==> src/shared/uepsr_defines.svh <==
// register offsets, field positions, reset values for the ep0 out / address / status block
// assumes a 16-bit byte address on the register port
`ifndef UEPSR_DEFINES_SVH
`define UEPSR_DEFINES_SVH
`define UEPSR_ADDR_W 16
`define UEPSR_OFF_OUT_BCNT 16'hFF83
`define UEPSR_OFF_EVT_MASK 16'hFFFD
`define UEPSR_OFF_EVT_STAT 16'hFFFE
`define UEPSR_OFF_FUNC_ADDR 16'hFFFF
`define UEPSR_BCNT_MAX 4'h8
`define UEPSR_BCNT_RST 4'h0
`define UEPSR_HSHK_BIT 7
`define UEPSR_HSHK_RST 1'h1
`define UEPSR_ADDR_RST 7'h00
`define UEPSR_STAT_RST 8'h00
`define UEPSR_STAT_VALID 8'hEF
`define UEPSR_BIT_SETUP_OVW 0
`define UEPSR_BIT_WAKE 1
`define UEPSR_BIT_SETUP 2
`define UEPSR_BIT_RING 3
`define UEPSR_BIT_RESUME 5
`define UEPSR_BIT_SUSPEND 6
`define UEPSR_BIT_PRESET 7
`endif

==> src/shared/uepsr_pkg.sv <==
// types for the ep0 out / address / status block
// assumes nothing beyond the defines header
package uepsr_pkg;
  typedef logic [7:0] uepsr_byte_t;
  typedef enum logic [1:0] {
    UEPSR_SEL_NONE = 2'b00,
    UEPSR_SEL_BCNT = 2'b01,
    UEPSR_SEL_STAT = 2'b10,
    UEPSR_SEL_ADDR = 2'b11
  } uepsr_sel_t;
endpackage

==> src/logic/uepsr_edge.sv <==
// rising edge detector for one synchronous event input
// assumes the input is already synchronous to the core clock
`timescale 1ns/1ns
module uepsr_edge (
  input wire logic i_core_clk,
  input wire logic i_rst_n,
  input wire logic i_level,
  output logic o_rise
);
  logic prev;
  // reset at one so a level high out of reset is not taken as an edge
  always_ff @(posedge i_core_clk) begin
    if (!i_rst_n) begin
      prev <= 1'b1;
    end else begin
      prev <= i_level;
    end
  end
  assign o_rise = i_level & ~prev;
endmodule

==> src/logic/uepsr_top.sv <==
// ep0 out byte count/handshake, function address, usb event status with mask gating
// assumes event inputs other than i_ring are one-cycle pulses from the usb engine, synchronous to i_core_clk
//
// Function
// RULE1: out byte count in bits 3..0, values 0..8, resets to zero.
// RULE2: out handshake bit 7 resets to one; set means buffer full, host OUT NAKed.
// RULE3: function address in bits 6..0, resets zero, bit 7 reads zero.
// RULE4: firmware writes the assigned address after a SET_ADDRESS request.
// RULE5: status flags set by hardware only, cleared by writing one, reset zero.
// RULE6: each set flag with its mask enable set can raise an interrupt.
// RULE7: setup overwrite flag, bit 0, on setup while setup buffer still full.
// RULE8: remote wakeup flag, bit 1, on wakeup terminal request.
// RULE9: setup flag, bit 2, on setup; forces NAK on control IN and OUT.
// RULE10: ring indicate flag, bit 3, on rising edge of ring input.
// RULE11: resume flag, bit 5, when resume signalling is detected.
// RULE12: suspend flag, bit 6, on global or selective suspend.
// RULE13: port reset flag, bit 7, when host drives port reset.
// RULE14: single interrupt request is OR of flags gated by mask enables.
//
// The implementer's own choice: the strobed register port.
`timescale 1ns/1ns
`include "uepsr_defines.svh"
module uepsr_top (
  input wire logic i_core_clk,
  input wire logic i_rst_n,
  input wire logic [15:0] i_addr,
  input wire logic [7:0] i_wdata,
  input wire logic i_wr,
  input wire logic i_rd,
  output logic [7:0] o_rdata,
  input wire logic i_out_done,
  input wire logic [3:0] i_out_count,
  input wire logic i_setup_rx,
  input wire logic i_setup_buf_full,
  input wire logic i_wakeup_req,
  input wire logic i_ring,
  input wire logic i_resume_det,
  input wire logic i_suspend_det,
  input wire logic i_port_reset,
  output logic o_ep0_out_nak,
  output logic o_ep0_in_force_nak,
  output logic [6:0] o_address_field,
  output logic o_irq
);

  // ****************************************
  // address decode
  // ****************************************
  function automatic uepsr_pkg::uepsr_sel_t decode(input logic [15:0] a);
    uepsr_pkg::uepsr_sel_t s;
    s = uepsr_pkg::UEPSR_SEL_NONE;
    if (a == `UEPSR_OFF_OUT_BCNT) begin
      s = uepsr_pkg::UEPSR_SEL_BCNT;
    end else if (a == `UEPSR_OFF_EVT_STAT) begin
      s = uepsr_pkg::UEPSR_SEL_STAT;
    end else if (a == `UEPSR_OFF_FUNC_ADDR) begin
      s = uepsr_pkg::UEPSR_SEL_ADDR;
    end
    return s;
  endfunction

  // clamp reserved counts to eight so downstream never sees more than the buffer holds
  function automatic logic [3:0] clamp_count(input logic [3:0] c);
    return (c > `UEPSR_BCNT_MAX) ? `UEPSR_BCNT_MAX : c;
  endfunction

  uepsr_pkg::uepsr_sel_t sel;
  wire is_mask;
  wire wr_bcnt;
  wire wr_stat;
  wire wr_addr;
  wire wr_mask;
  assign sel = decode(i_addr);
  assign is_mask = (i_addr == `UEPSR_OFF_EVT_MASK);
  assign wr_bcnt = i_wr & (sel == uepsr_pkg::UEPSR_SEL_BCNT);
  assign wr_stat = i_wr & (sel == uepsr_pkg::UEPSR_SEL_STAT);
  assign wr_addr = i_wr & (sel == uepsr_pkg::UEPSR_SEL_ADDR);
  assign wr_mask = i_wr & is_mask;

  // ****************************************
  // control out endpoint byte count
  // ****************************************
  logic [3:0] out_count;
  logic out_hshk;
  logic [3:0] next_out_count;
  logic next_out_hshk;
  // a packet landing in the same cycle as a firmware write wins
  always_comb begin
    next_out_count = out_count;
    next_out_hshk = out_hshk;
    if (wr_bcnt) begin
      next_out_count = clamp_count(i_wdata[3:0]); // RULE1
      next_out_hshk = i_wdata[`UEPSR_HSHK_BIT]; // RULE2
    end
    if (i_out_done & ~out_hshk) begin
      next_out_count = clamp_count(i_out_count); // RULE1
      next_out_hshk = 1'b1; // RULE2
    end
  end
  always_ff @(posedge i_core_clk) begin
    if (!i_rst_n) begin
      out_count <= `UEPSR_BCNT_RST; // RULE1
      out_hshk <= `UEPSR_HSHK_RST; // RULE2
    end else begin
      out_count <= next_out_count;
      out_hshk <= next_out_hshk;
    end
  end

  // ****************************************
  // function address
  // ****************************************
  logic [6:0] func_addr;
  // firmware loads it on SET_ADDRESS; hardware never alters it
  always_ff @(posedge i_core_clk) begin
    if (!i_rst_n) begin
      func_addr <= `UEPSR_ADDR_RST; // RULE3
    end else if (wr_addr) begin
      func_addr <= i_wdata[6:0]; // RULE3 RULE4
    end
  end

  // ****************************************
  // event status and mask
  // ****************************************
  logic ring_rise;
  uepsr_edge u_ring_edge (
    .i_core_clk(i_core_clk),
    .i_rst_n(i_rst_n),
    .i_level(i_ring),
    .o_rise(ring_rise)
  );

  logic [7:0] stat;
  logic [7:0] mask;
  logic [7:0] ev;
  logic [7:0] clr;
  logic [7:0] next_stat;
  always_comb begin
    ev = 8'h00;
    ev[`UEPSR_BIT_SETUP_OVW] = i_setup_rx & i_setup_buf_full; // RULE7
    ev[`UEPSR_BIT_WAKE] = i_wakeup_req; // RULE8
    ev[`UEPSR_BIT_SETUP] = i_setup_rx; // RULE9
    ev[`UEPSR_BIT_RING] = ring_rise; // RULE10
    ev[`UEPSR_BIT_RESUME] = i_resume_det; // RULE11
    ev[`UEPSR_BIT_SUSPEND] = i_suspend_det; // RULE12
    ev[`UEPSR_BIT_PRESET] = i_port_reset; // RULE13
  end
  assign clr = wr_stat ? i_wdata : 8'h00;
  // set beats a clear in the same cycle so no event is lost
  assign next_stat = ((stat & ~clr) | ev) & `UEPSR_STAT_VALID; // RULE5
  always_ff @(posedge i_core_clk) begin
    if (!i_rst_n) begin
      stat <= `UEPSR_STAT_RST; // RULE5
    end else begin
      stat <= next_stat;
    end
  end
  always_ff @(posedge i_core_clk) begin
    if (!i_rst_n) begin
      mask <= 8'h00;
    end else if (wr_mask) begin
      mask <= i_wdata & `UEPSR_STAT_VALID;
    end
  end

  // ****************************************
  // outputs
  // ****************************************
  logic [7:0] rd_mux;
  always_comb begin
    rd_mux = 8'h00;
    if (is_mask) begin
      rd_mux = mask;
    end else begin
      case (sel)
        uepsr_pkg::UEPSR_SEL_BCNT: begin
          rd_mux = {out_hshk, 3'h0, out_count};
        end
        uepsr_pkg::UEPSR_SEL_STAT: begin
          rd_mux = stat;
        end
        uepsr_pkg::UEPSR_SEL_ADDR: begin
          rd_mux = {1'b0, func_addr}; // RULE3
        end
        default: begin
          rd_mux = 8'h00;
        end
      endcase
    end
  end
  always_ff @(posedge i_core_clk) begin
    if (!i_rst_n) begin
      o_rdata <= 8'h00;
      o_ep0_out_nak <= 1'b1;
      o_ep0_in_force_nak <= 1'b0;
      o_address_field <= 7'h00;
      o_irq <= 1'b0;
    end else begin
      o_rdata <= i_rd ? rd_mux : 8'h00;
      o_ep0_out_nak <= next_out_hshk | next_stat[`UEPSR_BIT_SETUP]; // RULE2 RULE9
      o_ep0_in_force_nak <= next_stat[`UEPSR_BIT_SETUP]; // RULE9
      o_address_field <= wr_addr ? i_wdata[6:0] : func_addr;
      o_irq <= |(next_stat & mask); // RULE6 RULE14
    end
  end
endmodule

==> config.mk <==
export PLATFORM = sky130hd
export DESIGN_NAME = uepsr_top
export DESIGN_NICKNAME = d
export VERILOG_FILES = /design/src/shared/uepsr_pkg.sv /design/src/logic/uepsr_edge.sv /design/src/logic/uepsr_top.sv
export VERILOG_INCLUDE_DIRS = /design/src /design/src/shared
export SDC_FILE = /design/constraint.sdc
export NUM_CORES = 1
export LEC_CHECK = 0
export BUFFER_PORTS_ARGS = -buffer_cell sky130_fd_sc_hd__buf_2
export CORE_ASPECT_RATIO = 2
export CORE_UTILIZATION = 45
export DETAILED_ROUTE_END_ITERATION = 7
export HOLD_SLACK_MARGIN = 0.15
export PLACE_DENSITY = 0.84
export SYNTH_ARGS = -nofsm -noshare
export SYNTH_HDL_FRONTEND = slang
export SYNTH_SLANG_ARGS = --single-unit
==> constraint.sdc <==
create_clock -name i_core_clk -period 3.8 [get_ports i_core_clk]
set_input_delay 0.38 -clock i_core_clk [delete_from_list [all_inputs] [get_ports i_core_clk]]
set_output_delay 0.38 -clock i_core_clk [all_outputs]
set_load 0.02 [all_outputs]
# Word level (Yosys, flattened, before mapping)
# Cells that the tools add are included.
# totals
regBits	39
input_bits	40
output_inout_bits	18
word_cells	52
# op_classes
n_lt_le_gt_ge	2
eq_ne	7
mux	12
bitwise	15
reduce_logical	4
# ops
operator	n
16-bit == test (second input constant)	4
8-bit one-hot mux with 3 select lines	1
8-bit bitwise AND	2
4-bit 2-to-1 mux	4
8-bit 2-to-1 mux	2
4-bit greater-than comparator (second input constant)	2
8-bit inverter	1
8-bit OR	1
8-bit OR reduction	1
1-bit bitwise AND	7
2-bit 2-to-1 mux	3
2-bit == test (second input constant)	2
1-bit inverter	3
2-bit by 1-bit == test with 1-bit output (second input constant)	1
1-bit 2-to-1 mux	2
2-bit AND reduction	1
2-bit nonzero test	1
2-bit OR reduction	1
1-bit OR	1

# Longest topological paths before layout
# logic_depth
word_depth	12
ltp_mapped	6
mapped_depth_nobuf	5

# By module
# Synthesis repeated with hierarchy kept, for this count alone.
# hier_totals
hier_cells	194
area_unflattened_um2	1657.8
# by_module_without_submodules
module	n_inst	cells_per_inst	area_per_inst_um2	seq_area_each_um2
uepsr_top	1	191	1617.8	720.7
uepsr_edge	1	3	40.0	20.0

# Least setup slack after synthesis
# OpenSTA, ideal clock, no wires.
# synth_timing
path_type	input-to-reg
startpoint	input i_addr[9]
endpoint	register o_irq
setup_time_ns	0.125
t_arrival_ns	1.723
setup_slack_ns	1.952
path_stages	5
path_cell_list	nand4_2 nor3_4 a31oi_1 or4_1 o41a_1
# synth_via
elab_chain_cells	12
elab_cells_between_ends	14
# synth_rtl
element	line	rtl
start, declared	uepsr_top.sv:26	input wire logic [15:0] i_addr,
16-bit == test (no source line)	-	
2-bit 2-to-1 mux	uepsr_top.sv:56	end else if (a == `UEPSR_OFF_FUNC_ADDR) begin
2-bit 2-to-1 mux	uepsr_top.sv:54	end else if (a == `UEPSR_OFF_EVT_STAT) begin
2-bit 2-to-1 mux (*)	uepsr_top.sv:52	if (a == `UEPSR_OFF_OUT_BCNT) begin
2-bit == test (*)	uepsr_top.sv:76	assign wr_stat = i_wr & (sel == uepsr_pkg::UEPSR_SEL_STAT);
1-bit bitwise AND (*)	uepsr_top.sv:76	
8-bit 2-to-1 mux (*)	uepsr_top.sv:149	assign clr = wr_stat ? i_wdata : 8'h00;
8-bit inverter (*)	uepsr_top.sv:151	assign next_stat = ((stat & ~clr) | ev) & `UEPSR_STAT_VALID;
8-bit bitwise AND (*)	uepsr_top.sv:151	
8-bit OR (*)	uepsr_top.sv:151	
8-bit bitwise AND (*)	uepsr_top.sv:204	o_irq <= |(next_stat & mask);
8-bit OR reduction (*)	uepsr_top.sv:204	
end signal, assigned	uepsr_top.sv:204	
end, declared	uepsr_top.sv:43	output logic o_irq
# Every way passes the cells marked *; elsewhere a longest branch is shown, timed or not.
# A chain may end at the register's enable or synchronous reset.

# Final worst setup path
# layout_timing
startpoint	input i_wr
endpoint	register o_irq
# layout_via
elab_chain_cells	7
# layout_rtl
element	line	rtl
start, declared	uepsr_top.sv:28	input wire logic i_wr,
1-bit bitwise AND	uepsr_top.sv:76	
8-bit 2-to-1 mux	uepsr_top.sv:149	
8-bit inverter	uepsr_top.sv:151	
8-bit bitwise AND	uepsr_top.sv:151	
8-bit OR	uepsr_top.sv:151	
8-bit bitwise AND	uepsr_top.sv:204	
8-bit OR reduction	uepsr_top.sv:204	
# No other way between the ends.

==> flow_summary.toml <==
[placed_design]
dp_cells = 281
port_buffers = 57
globalplace.congestion = 0.880
post-dp-hpwl_mm = 3.27

[timing]
hold_ws_ns = 0.297
rsz0062_at_grt = "false"
max_freq_mhz = 559
skew_ns = 0.00473
setup_viol = 0
finalCriticalPeriod_ns = 1.79
relSlewSlack_pct = 63.6
setup_tns_ns = 0
hold_violations = 0
worstMarginPinSlew_ns = 0.544
finalMaxSlewViolations = 0
period_share_pct = 47.0

[die]
die_area_mm2 = 0.00412
row_count = 31
io_pins = 58
core_region_area_mm2 = 0.00365
initial_utilization_pct = 47.5
dieWidth_um = 45.9
die_h_um = 89.8

[yosys]
ys_seq_elements = 37
postSynthAreaPerCell_um2 = 9.37
yosys_warnings = 0
seq_area_frac_synth_pct = 42.7
synth_nets = 225
synth_cells = 185
synth.distinct_cells = 35
synth_area_mm2 = 0.00173

[power_and_ir_drop]
power_uw = 729
ir_drop_uv = 204
p_leak_nw = 0.965
p_per_area_mw_per_mm2 = 343

[critical_path]
worstPathArrival_ns = 1.96
r2r_end = "o_irq"
cp_num_buf_inv = 1
slowest_stage = "or4_1"
cpPeakStageDelay_ns = 0.55
critical_path_class = "input pin to flop"
path_cells = "buf_2, nor4bb_1, a31oi_1, or4_1, o41a_1"
start_kind = "input pin"
cp_max_fo = 14
cp.required_ns = 3.98
reg2reg_depth = 4
r2r_slack_ns = 2.13
cpLargestDelayFamily = "simple AND/OR/NAND/NOR gates"
timing.rr.start = "stat[2]"
worst_setup_path_end_kind = "flop"

[clock_tree]
clk_pin_slew_worst_paths_ns = 0.07
cts_hold_buf = 0
cts_buffer_depth = 2
post_cts_buffers = 0
cts_tree = "yes"
worstSkewPairLatency_ns = 0.29
cts_root_buffer = "clkbuf_8"
cts_resized = 0
htree_levels = 2
numCtsBuffers = 5
clock-sinks = 37

[detailed_routing]
wirelength_mm = 4.44
vias_per_cell = 5.71
wl_per_cell_um = 15.4
drtPass1Iterations = 5
vias = 1644
ant_nets = 0
drt_iter0_markers = 88
route.detailed.drc = 0

[finish]
instances_no_fill = 288
n_fill_cell = 362
drive_gt1_share_pct = 28.0
area_delta_synth_final_pct = 22.7
ff_latch_area_um2 = 741
antennaDiodeCount = 0
multi_input_area_um2 = 941
post-route-util_pct = 58.3
final_net_count = 279

[worst_hold_path]
min_to = "u_ring_edge.prev"
hp-start = "i_ring"
hp-class = "input pin to flop"
hold_depth = 2

[global_routing]
grt_first_pass_wirelength_mm = 6.76
grt_overflow = 0
track_usage_pct = 22.3
antenna_found_initial = 0
grt_max_degree = 35
grt_pass1_vias = 1504

[job]
cap_violations = 0

[status]
outcome = "finished clean"
## worst register-to-register path, delay by kind of cell (launching register included)
family	cells	cell delay (ns)
simple gates	1	0.55
flops	1	0.34
compound gates	3	0.67
## how the worst max path moves through the flow
stage                         start  slack (ns)                 end  depth (start not counted)
final                          i_wr        2.01               o_irq                          5
after global routing      i_addr[8]        1.89  o_address_field[2]                          6
after detailed placement  i_addr[9]        1.73               o_irq                          6
after floorplan           i_addr[9]        1.95               o_irq                          5
after CTS                      i_wr        2.03               o_irq                          5
after global placement    i_addr[9]        1.76               o_irq                          6
## cell usage after synthesis, drive strengths merged
cell type | n | area [um2]
o41a | 1 | 11.3
buf | 2 | 10.0
and3 | 1 | 6.26
nor2 | 4 | 17.5
and3b | 4 | 35.0
dfxtp | 37 | 741
and4 | 1 | 8.76
or4 | 1 | 7.51
and4bb | 1 | 12.5
a41oi | 1 | 8.76
nor4 | 1 | 12.5
and2 | 6 | 37.5
o21ai | 11 | 55.1
o21a | 6 | 45.0
nand2b | 2 | 12.5
a31oi | 6 | 37.5
nand3 | 9 | 45.0
inv | 3 | 11.3
nand4 | 4 | 31.3
clkbuf | 8 | 30.0
or4b | 1 | 10.0
a21oi | 6 | 30.0
a222oi | 3 | 30.0
nor3 | 3 | 26.3
nor3b | 4 | 30.0
nor2b | 14 | 87.6
mux2i | 15 | 150
nand2 | 10 | 37.5
a22oi | 8 | 60.1
nor4bb | 2 | 20.0
a21boi | 10 | 75.1
## cell usage in the layout, fill, tap and decap left out, types with 2 or more instances in the layout
master	synthesis	layout
buf_2	2	57
dfxtp_1	37	37
mux2i_1	15	15
nor2b_1	14	14
o21ai_0	11	11
nand2_1	10	10
a21boi_0	10	10
nand3_1	9	9
a22oi_1	8	8
o21a_1	6	6
a21oi_1	6	6
a31oi_1	6	6
clkbuf_8	0	6
and2_1	5	5
and3b_1	4	4
nor3b_1	4	4
nand4_1	3	3
inv_1	3	3
a222oi_1	3	3
nor2_1	3	3
nor3_1	2	2
nand2b_1	2	2
nor4bb_1	2	2
## stage by stage
| stage | instance area, um2 | worst slack [ns] |
|---|---|---|
| 6_report | 2130 | 2.01 |
| 5_1_grt | 2130 | 1.89 |
| 2_1_floorplan | 1730 | 1.95 |
| 3_3_place_gp | 2040 | 1.76 |
| 3_5_place_dp | 2040 | 1.73 |
| 4_1_cts | 2130 | 2.03 |
## flip-flops by register name, summed over array words and instances (netlist names)
register and cells:
mask 7, u_ring_edge.prev 1, o_rdata 8, o_irq 1, stat 7, out_count 4
o_ep0_out_nak 1, out_hshk 1, o_address_field 7
## area by class of cell
class	count	share of cell area, %
clock buffer	7	4.06
inverter	3	0.530
sequential	37	34.8
timing repair buffer	57	13.4
tap	49	2.88
multi-input combinational	135	44.3
## cells by family (layout without fill, tap and decap cells)
logic type	after synthesis	in the layout	synth area share (%)
AOI/OAI and AO/OA	52	52	20.4
buffers and inverters	13	67	2.96
DFF	37	37	42.7
muxes	15	15	8.66
and+or+nand+nor	68	68	25.3
## per-layer routing
layer,up-vias,track usage (%),part of all wire (%)
li1,788,-,-
met4,0,15.7,4.6
met5,-,0,0
met1,736,23.8,37
met3,23,4.42,6.8
met2,97,36.2,51
## report_power, final
part           internal, mW  total (mW)  switching [mW]
Clock                 0.144       0.272           0.128
Combinational        0.0286      0.0597          0.0311
Sequential            0.393       0.398         0.00422
No activity file was read; power rests on OpenSTA's default activity.
